`config.mk`:
```
export PLATFORM = sky130hd
export DESIGN_NAME = adc_sequence_control_regs
export DESIGN_NICKNAME = d
export VERILOG_FILES = /design/src/adc_seq_pkg.sv /design/src/conv_timer.sv /design/src/lfsr_step.sv /design/src/adc_sequence_control_regs.sv
export SDC_FILE = /design/constraint.sdc
export NUM_CORES = 1
export LEC_CHECK = 0
export BUFFER_PORTS_ARGS = -buffer_cell sky130_fd_sc_hd__buf_2
export CORE_ASPECT_RATIO = 0.9
export CORE_MARGIN = 5
export CORE_UTILIZATION = 50
export DETAILED_ROUTE_END_ITERATION = 8
export GPL_TIMING_DRIVEN = 0
export PLACE_DENSITY = 0.72
export SETUP_SLACK_MARGIN = 0.2
export SYNTH_ARGS = -nofsm -noshare
export SYNTH_HDL_FRONTEND = slang
export SYNTH_SLANG_ARGS = --single-unit
```
`constraint.sdc`:
```
create_clock -name clock -period 2.75 [get_ports clock]
set_input_delay 0.1375 -clock clock [delete_from_list [all_inputs] [get_ports clock]]
set_output_delay 0.1375 -clock clock [all_outputs]
set_load 0.005 [all_outputs]
```
`src/adc_seq_pkg.sv`:
```
// Package: register map, field layout, reset values and timing constants
package adc_seq_pkg;
	localparam logic [11:0] OFF_CONTROL_ONE = 12'h2D0; // Index B4 times 4
	localparam logic [11:0] OFF_CONTROL_TWO = 12'h2D4; // Index B5 times 4
	localparam logic [11:0] OFF_RESULT_LOW  = 12'h2E8; // Index BA times 4
	localparam logic [11:0] OFF_RESULT_HIGH = 12'h2EC; // Index BB times 4
	localparam logic [11:0] OFF_RANDOM      = 12'h300; // LFSR value, own choice
	localparam logic [7:0]  IDX_CONTROL_ONE = 8'hB4;
	localparam logic [7:0]  IDX_CONTROL_TWO = 8'hB5;
	localparam logic [7:0]  IDX_RESULT_LOW  = 8'hBA;
	localparam logic [7:0]  IDX_RESULT_HIGH = 8'hBB;
	localparam int POS_DONE    = 7;
	localparam int POS_START   = 6;
	localparam int POS_TRIG    = 4;
	localparam int POS_RANDOM_STEP_CONTROL   = 2;
	localparam int POS_REF     = 6;
	localparam int POS_DEC     = 4;
	localparam logic [1:0]  TRIG_RESET  = 2'h3;
	localparam logic [1:0]  TRIG_PIN    = 2'h0;
	localparam logic [1:0]  TRIG_FREE   = 2'h1;
	localparam logic [1:0]  TRIG_TIMER  = 2'h2;
	localparam logic [1:0]  TRIG_SW     = 2'h3;
	localparam logic [1:0]  RSTEP_IDLE  = 2'h0;
	localparam logic [1:0]  RSTEP_GO    = 2'h1;
	localparam logic [1:0]  LOW_RESERVED_RESET = 2'h3;
	localparam logic [1:0]  REF_RESET   = 2'h0;
	localparam logic [1:0]  DEC_RESET   = 2'h1;
	localparam logic [3:0]  CHAN_RESET  = 4'h0;
	localparam logic [3:0]  CHAN_DIFF_FIRST   = 4'h8;
	localparam logic [3:0]  CHAN_SINGLE_FIRST = 4'hC;
	localparam logic [15:0] LFSR_RESET  = 16'h0000;
	localparam int LFSR_STEPS  = 13;
	localparam int SETTLE_CLOCKS = 16;
	localparam int CONV_CLK_DIV  = 6;
	localparam int CLOCK_MHZ     = 250;
	localparam logic [11:0] RESULT_RESET = 12'h000;
	localparam logic [9:0] DEC_TABLE [4] = '{10'd64, 10'd128, 10'd256,
		10'd512};
	typedef struct packed {
		logic [1:0] reference;
		logic [1:0] decimation;
		logic [3:0] channel;
	} conv_setting_type;
endpackage

```
`src/conv_timer.sv`:
```
// One conversion: settle plus decimation count in converter clocks
`timescale 1ns/1ps
module conv_timer
	import adc_seq_pkg::*;
#(
	parameter int DIV = CONV_CLK_DIV
) (
	input  wire logic       clock,
	input  wire logic       rst_n,
	input  wire logic       start,
	input  wire logic [1:0] decimation,
	output logic            done
);
	logic [2:0]  pre_q;
	logic [10:0] left_q;
	logic        busy_q;

	always_ff @(posedge clock or negedge rst_n) begin
		if (!rst_n) begin
			pre_q  <= 3'h0;
			left_q <= 11'h000;
			busy_q <= 1'b0;
			done   <= 1'b0;
		end else begin
			done <= 1'b0;
			if (start) begin
				busy_q <= 1'b1;
				pre_q  <= 3'h0;
				// Settle time applies whatever the decimation
				left_q <= 11'(DEC_TABLE[decimation]) + 11'(SETTLE_CLOCKS);
			end else if (busy_q) begin
				if (pre_q == 3'(DIV - 1)) begin
					pre_q <= 3'h0;
					if (left_q == 11'h001) begin
						busy_q <= 1'b0;
						done   <= 1'b1;
					end
					left_q <= left_q - 11'h001;
				end else begin
					pre_q <= pre_q + 3'h1;
				end
			end
		end
	end
endmodule // conv_timer

```
`src/lfsr_step.sv`:
```
// 16-bit random generator advanced by an unrolled multi-shift step
`timescale 1ns/1ps
module lfsr_step
	import adc_seq_pkg::*;
(
	input  wire logic        clock,
	input  wire logic        rst_n,
	input  wire logic        step,
	output logic [15:0]      value
);
	function automatic logic [15:0] advance(input logic [15:0] s);
		logic [15:0] r;
		r = s;
		for (int i = 0; i < LFSR_STEPS; i++) begin
			r = {r[14:0], r[15] ^ r[13] ^ r[12] ^ r[10] ^ 1'b1};
		end
		return r;
	endfunction

	always_ff @(posedge clock or negedge rst_n) begin
		if (!rst_n) begin
			value <= LFSR_RESET;
		end else if (step) begin
			value <= advance(value);
		end
	end
endmodule // lfsr_step

```
`src/adc_sequence_control_regs.sv`:
```
// Converter control and result registers with sequence engine, APB slave
//
// Operation
// - High result byte shows result bits 11:4
// - Done flag sets on completion, clears on high result byte read
// - Repeat completion keeps done set, no overrun
// - Start bit starts only if trigger 11, idle
// - Start bit reads one until sequence ends
// - Trigger select picks pin, free, timer, software
// - Free-running mode repeats sequences back to back
// - Random control 01 advances LFSR one step
// - Random control returns to 00 when done
// - Reference select picks source for the sequence
// - Decimation select picks 64 to 512, reset 01
// - Codes 0-7 convert single inputs from zero
// - Codes 8-11 convert differential pairs from code 8
// - Codes 12-15 perform exactly one conversion
// - Channel field reads back the single code for 12-15, end plus one for sequences
// - Sequence codes read back as written plus one once the sequence ends
// - Low result byte holds bits 3:0 high
// - Conversion takes decimation plus sixteen converter clocks
`timescale 1ns/1ps
module adc_sequence_control_regs
	import adc_seq_pkg::*;
(
	input  wire logic        clock,
	input  wire logic        rst_n,
	input  wire logic        psel,
	input  wire logic        penable,
	input  wire logic        pwrite,
	input  wire logic [11:0] paddr,
	input  wire logic [31:0] pwdata,
	input  wire logic [3:0]  pstrb,
	output logic [31:0]      prdata,
	output logic             pready,
	output logic             pslverr,
	input  wire logic        external_trigger_pin,
	input  wire logic        timer_compare_event,
	input  wire logic [11:0] modulator_result,
	output logic [1:0]       active_reference,
	output logic [3:0]       active_channel,
	output logic             conversion_active
);
	typedef enum logic [2:0] {
		ST_IDLE = 3'b001,
		ST_CONV = 3'b010,
		ST_NEXT = 3'b100
	} seq_state_type;

	seq_state_type    state_q;
	conv_setting_type setting_q;
	logic [1:0]  trigger_select_q;
	logic [1:0]  random_step_control_q;
	logic [1:0]  reserved_low_q;
	logic        sw_start_bit_q;
	logic        done_flag_q;
	logic [1:0]  sequence_reference_select_q;
	logic [1:0]  sequence_decimation_select_q;
	logic [3:0]  sequence_end_channel_q;
	logic [3:0]  end_written_q;
	logic [3:0]  channel_q;
	logic [11:0] result_q;
	logic        pin_prev_q;
	logic        step_pending_q;
	logic        conv_start_q;
	logic        conv_done;
	logic [15:0] random_value;
	logic        wr_access;
	logic        rd_access;
	logic        wr_one;
	logic        wr_two;
	logic        trigger;
	logic        last_conv;

	function automatic logic hits(input logic [11:0] a,
		input logic [11:0] off);
		return a == off;
	endfunction

	assign wr_access = psel & penable & pwrite & pstrb[0];
	assign rd_access = psel & penable & ~pwrite;
	assign wr_one    = wr_access & hits(paddr, OFF_CONTROL_ONE);
	assign wr_two    = wr_access & hits(paddr, OFF_CONTROL_TWO);

	// Trigger selection; software start only in mode 11
	always_comb begin
		unique case (trigger_select_q)
			TRIG_PIN:   trigger = external_trigger_pin & ~pin_prev_q;
			TRIG_FREE:  trigger = 1'b1;
			TRIG_TIMER: trigger = timer_compare_event;
			TRIG_SW:    trigger = wr_one & pwdata[POS_START];
		endcase
	end

	// Single-conversion codes end at once; sequences at the named end
	assign last_conv = (setting_q.channel >= CHAN_SINGLE_FIRST) ||
		(channel_q == setting_q.channel);

	always_ff @(posedge clock or negedge rst_n) begin
		if (!rst_n) begin
			pin_prev_q <= 1'b0;
		end else begin
			pin_prev_q <= external_trigger_pin;
		end
	end

	// Sequence engine
	always_ff @(posedge clock or negedge rst_n) begin
		if (!rst_n) begin
			state_q      <= ST_IDLE;
			setting_q    <= '{REF_RESET, DEC_RESET, CHAN_RESET};
			channel_q    <= CHAN_RESET;
			conv_start_q <= 1'b0;
		end else begin
			conv_start_q <= 1'b0;
			unique case (state_q)
				ST_IDLE: begin
					// Triggers outside idle are simply dropped
					if (trigger) begin
						// Snapshot so writes mid-sequence do no harm
						// Written end code, not the read-back value, so
						// free running does not creep upward
						setting_q <= '{sequence_reference_select_q,
							sequence_decimation_select_q,
							end_written_q};
						if (end_written_q >= CHAN_SINGLE_FIRST) begin
							channel_q <= end_written_q;
						end else if (end_written_q >=
							CHAN_DIFF_FIRST) begin
							channel_q <= CHAN_DIFF_FIRST;
						end else begin
							channel_q <= CHAN_RESET;
						end
						conv_start_q <= 1'b1;
						state_q      <= ST_CONV;
					end
				end
				ST_CONV: begin
					if (conv_done) begin
						state_q <= ST_NEXT;
					end
				end
				ST_NEXT: begin
					if (last_conv) begin
						state_q <= ST_IDLE;
					end else begin
						channel_q    <= channel_q + 4'h1;
						conv_start_q <= 1'b1;
						state_q      <= ST_CONV;
					end
				end
			endcase
		end
	end

	conv_timer #(.DIV(CONV_CLK_DIV)) u_timer (
		.clock      (clock),
		.rst_n      (rst_n),
		.start      (conv_start_q),
		.decimation (setting_q.decimation),
		.done       (conv_done)
	);

	// Result capture and done flag; set wins over read clear
	always_ff @(posedge clock or negedge rst_n) begin
		if (!rst_n) begin
			result_q    <= RESULT_RESET;
			done_flag_q <= 1'b0;
		end else begin
			if (conv_done) begin
				result_q    <= modulator_result;
				done_flag_q <= 1'b1;
			end else if (rd_access && hits(paddr, OFF_RESULT_HIGH)) begin
				done_flag_q <= 1'b0;
			end
		end
	end

	// Control register one
	always_ff @(posedge clock or negedge rst_n) begin
		if (!rst_n) begin
			trigger_select_q      <= TRIG_RESET;
			reserved_low_q        <= LOW_RESERVED_RESET;
			sw_start_bit_q        <= 1'b0;
			random_step_control_q <= RSTEP_IDLE;
			step_pending_q        <= 1'b0;
		end else begin
			step_pending_q <= 1'b0;
			if (wr_one) begin
				trigger_select_q <= pwdata[POS_TRIG +: 2];
				// Kept as written; software is expected to write 11
				reserved_low_q   <= pwdata[1:0];
			end
			if (state_q == ST_IDLE && trigger &&
				trigger_select_q == TRIG_SW) begin
				sw_start_bit_q <= 1'b1;
			end else if (state_q == ST_NEXT && last_conv) begin
				sw_start_bit_q <= 1'b0;
			end
			if (wr_one && pwdata[POS_RANDOM_STEP_CONTROL +: 2] == RSTEP_GO) begin
				random_step_control_q <= RSTEP_GO;
				step_pending_q        <= 1'b1;
			end else if (wr_one) begin
				random_step_control_q <= pwdata[POS_RANDOM_STEP_CONTROL +: 2];
			end else if (random_step_control_q == RSTEP_GO &&
				!step_pending_q) begin
				random_step_control_q <= RSTEP_IDLE;
			end
		end
	end

	lfsr_step u_lfsr (
		.clock (clock),
		.rst_n (rst_n),
		.step  (step_pending_q),
		.value (random_value)
	);

	// Control register two; channel field reports end plus one after a sequence
	always_ff @(posedge clock or negedge rst_n) begin
		if (!rst_n) begin
			end_written_q <= CHAN_RESET;
		end else if (wr_two) begin
			end_written_q <= pwdata[3:0];
		end
	end

	always_ff @(posedge clock or negedge rst_n) begin
		if (!rst_n) begin
			sequence_reference_select_q  <= REF_RESET;
			sequence_decimation_select_q <= DEC_RESET;
			sequence_end_channel_q       <= CHAN_RESET;
		end else begin
			if (wr_two) begin
				sequence_reference_select_q  <= pwdata[POS_REF +: 2];
				sequence_decimation_select_q <= pwdata[POS_DEC +: 2];
				sequence_end_channel_q       <= pwdata[3:0];
			end else if (state_q == ST_NEXT && last_conv) begin
				// Sequences read back as end plus one
				if (setting_q.channel < CHAN_SINGLE_FIRST) begin
					sequence_end_channel_q <= setting_q.channel + 4'h1;
				end else begin
					sequence_end_channel_q <= setting_q.channel;
				end
			end
		end
	end

	// Outputs to the analog side
	always_ff @(posedge clock or negedge rst_n) begin
		if (!rst_n) begin
			active_reference  <= REF_RESET;
			active_channel    <= CHAN_RESET;
			conversion_active <= 1'b0;
		end else begin
			active_reference  <= setting_q.reference;
			active_channel    <= channel_q;
			conversion_active <= (state_q != ST_IDLE);
		end
	end

	// APB answer: zero wait states, error on unmapped offsets
	always_ff @(posedge clock or negedge rst_n) begin
		if (!rst_n) begin
			prdata  <= 32'h0000_0000;
			pready  <= 1'b0;
			pslverr <= 1'b0;
		end else begin
			pready  <= psel & ~penable;
			pslverr <= 1'b0;
			if (psel && !penable) begin
				prdata <= 32'h0000_0000;
				unique case (paddr)
					OFF_CONTROL_ONE: prdata[7:0] <= {done_flag_q,
						sw_start_bit_q, trigger_select_q,
						random_step_control_q, reserved_low_q};
					OFF_CONTROL_TWO: prdata[7:0] <= {
						sequence_reference_select_q,
						sequence_decimation_select_q,
						sequence_end_channel_q};
					OFF_RESULT_LOW:  prdata[7:0] <= {result_q[3:0],
						4'h0};
					OFF_RESULT_HIGH: prdata[7:0] <= result_q[11:4];
					OFF_RANDOM:      prdata[15:0] <= random_value;
					default:         pslverr <= 1'b1;
				endcase
			end
		end
	end
endmodule // adc_sequence_control_regs

```
==> results.ini <==
[status]
status=finished clean

[floorplan]
coreArea_mm2=0.01025
ios=108
num_rows=35
fp.dieW_um=117.9
die_area_mm2=0.01262
die_h_um=107.1
initial_core_util_pct=51.10

[placed_design]
dp.cells=688
place_hpwl_um=8230
port_buffers=64
place_congestion=0.8708

[clocking]
post-cts-setup-buffers=0
cts_tree=built
numCtsBuffers=9
path_clk_slew_ns=0.06
ctsResizeCount=0
clk_path_buf_depth=2
clock_latency_ns=0.33
htree_levels=3
hold_buffers=2
clock-sinks=107
cts_root_buffer=clkbuf_16

[yosys]
synth_top_family_by_area=simple AND/OR/NAND/NOR gates
synth_xor_xnor_area_share_pct=9.200
synth-seq-cells=107
avgSynthCellArea_um2=10.93
synthCells=479
synth_warnings=0
synthSimpleGateAreaFrac_pct=15.27
ys_async_sr_fraction_pct=100.0
synth-compound-area-share_pct=8.435
yosysUniqueCellTypes=64
netlist_area_mm2=0.005236
synthAdderAreaFrac_pct=0.9558
synthMuxAreaShare_pct=10.13
ys.flop_type=dfrtp_1
ys_seq_area_share_pct=51.30
synth_edf_count=0

[global_routing]
overflow=0
grt_pass1_wl_um=18750
grt_max_degree=62
antenna_found_initial=0
grtUsageTotal_pct=18.06
grt_pass1_vias=3783

[route]
drtAntennaViolNets=0
via_per_inst=5.322
drtIter0Drc=180
dr_total_vias=3757
drt_first_pass_iters=5
drc=0
finalWirelength_um=11180
routedWlPerCell_um=15.84

[hold_path]
worst_hold_path_type=in2reg

[power]
p_sw_share_pct=24.11
powerDensity_mw_per_mm2=582.5
p_leak_nw=2.993
clkPwrFrac_pct=38.4
power_frac_seq_pct=50.6
pwr-share-comb_pct=11.1
switchingPower_mw=0.8631
p_int_mw=2.717
vdd_drop_max_v=0.0002927

[worst_setup_path]
critPathKind=reg2reg
setup.worst_path.end_class=register
worst_ep_arrival_time_ns=2.56
crit_fanout=7
crit_path_start_kind=register
cp_data_required_time_ns=2.96

[sta]
final_max_slew_viol_count=0
fin_crit_ns=2.350
fin_crit_sh_pct=85.45
timing.hold.ws_ns=0.01851
fmax_mhz=425.6
rsz0062_at_grt=false
final-setup-viol-count=0
tns_ns=0
slew_headroom_pct=23.98
fin_skew_ns=0.006091
hold_violations=0
worstMarginPinSlew_ns=1.138

[finish]
post-route-util_pct=59.98
fin_cells=706
mostFrequentLayoutCell=dfrtp_1
n_antenna_cell=0
area_delta_synth_final_pct=17.37
fillers=883
nets=643
drive_gt1_share_pct=26.86
layout_common_cells=dfrtp_1 (100), nand2_1 (69), buf_2 (65), mux2_2 (36), xnor2_1 (35)

[run]
drv_cap=0

## metrics by stage
| stage | setup WS [ns] | total power, mW | instance area (um2) |
|---|---|---|---|
| global placement | 0.3815 | 2.199 | 5774 |
| finish | 0.4001 | 3.580 | 6146 |
| CTS | 0.3888 | 3.620 | 6146 |
| detailed placement | 0.3666 | 2.234 | 5804 |
| global route | 0.2203 | 3.741 | 6146 |
| floorplan | 0.5854 | 2.080 | 5293 |
## layout make-up
class,instances,area (um2),share of cell area [%]
Clock inverter,4,75.07,1.221
Clock buffer,12,246.5,4.011
Inverter,4,15.01,0.2443
Sequential cell,107,2686,43.71
Tap cell,129,161.4,2.626
Buffer,42,227.7,3.705
Multi-Input combinational cell,341,2364,38.46
Timing Repair Buffer,67,370.4,6.026
## layer usage
| metal | part of all wire [%] | wire length (um) | track usage [%] |
|---|---|---|---|
| met5 | 0 | 0 | 0 |
| met4 | 1.0 | 114 | 4.750 |
| met3 | 4.5 | 503 | 3.428 |
| met2 | 49 | 5470 | 30.17 |
| met1 | 46 | 5094 | 24.34 |
## flip-flops by register name, indices dropped and copies added, names as in the netlist, 3 cells and up
signal                  flops
active_channel              4
u_timer.pre_q               3
setting_q                   8
channel_q                   4
prdata                     16
end_written_q               4
u_lfsr.value               16
state_q                     3
sequence_end_channel_q      4
u_timer.left_q             11
result_q                   12
## power by group through the flow
stage               Sequential [mW]  Combinational, mW  Clock [mW]
floorplan                      1.81              0.272           0
global placement               1.83              0.373           0
detailed placement             1.84              0.398           0
CTS                            1.81              0.404        1.41
global route                   1.83              0.448        1.47
finish                         1.81              0.396        1.37
## synth_stat cells, drive strengths merged (6+ instances only)
cell	count	area, um2
nor2	21	78.83
o21ai	21	108.9
nand2	69	259.0
buf	20	145.1
xor2	20	175.2
a21oi	8	40.04
dfstp	7	183.9
a31oi	7	43.79
clkbuf	22	82.58
dfrtp	100	2502
or3	6	37.54
nand3b	6	45.04
nor3	11	55.05
nand3	13	70.07
mux2	41	480.5
xnor2	35	306.5
## worst paths after layout
kind	from	end	slack, ns	cells past startpoint
hold reg to reg	setting_q[6]	active_reference[0]	0.39	0
setup / recovery	setting_q[3]	sequence_end_channel_q[3]	0.40	5
hold / removal	pwdata[4]	sequence_decimation_select_q[0]	0.02	3
min in group asynchronous	rst_n	active_channel[0]	0.35	2
max in group asynchronous	rst_n	sequence_decimation_select_q[0]	1.64	3
setup reg to reg	setting_q[3]	sequence_end_channel_q[3]	0.40	5
## cells by family after synthesis
logic type | count (synthesis)
flip-flops | 107
adder cells (fa/ha/maj) | 4
AND/OR/NAND/NOR | 157
other | 1
multiplexers | 46
XOR/XNOR | 55
AO/OA/AOI/OAI | 63
buffers and inverters | 46
## worst max-delay path, stage by stage (launching register included)
cell,delay (ns)
dfrtp_1,0.43
xor2_1,0.18
o41ai_1,0.77
nand2_1,0.38
a311oi_1,0.38
o31ai_1,0.10
Power figures use the tool's default switching activity.
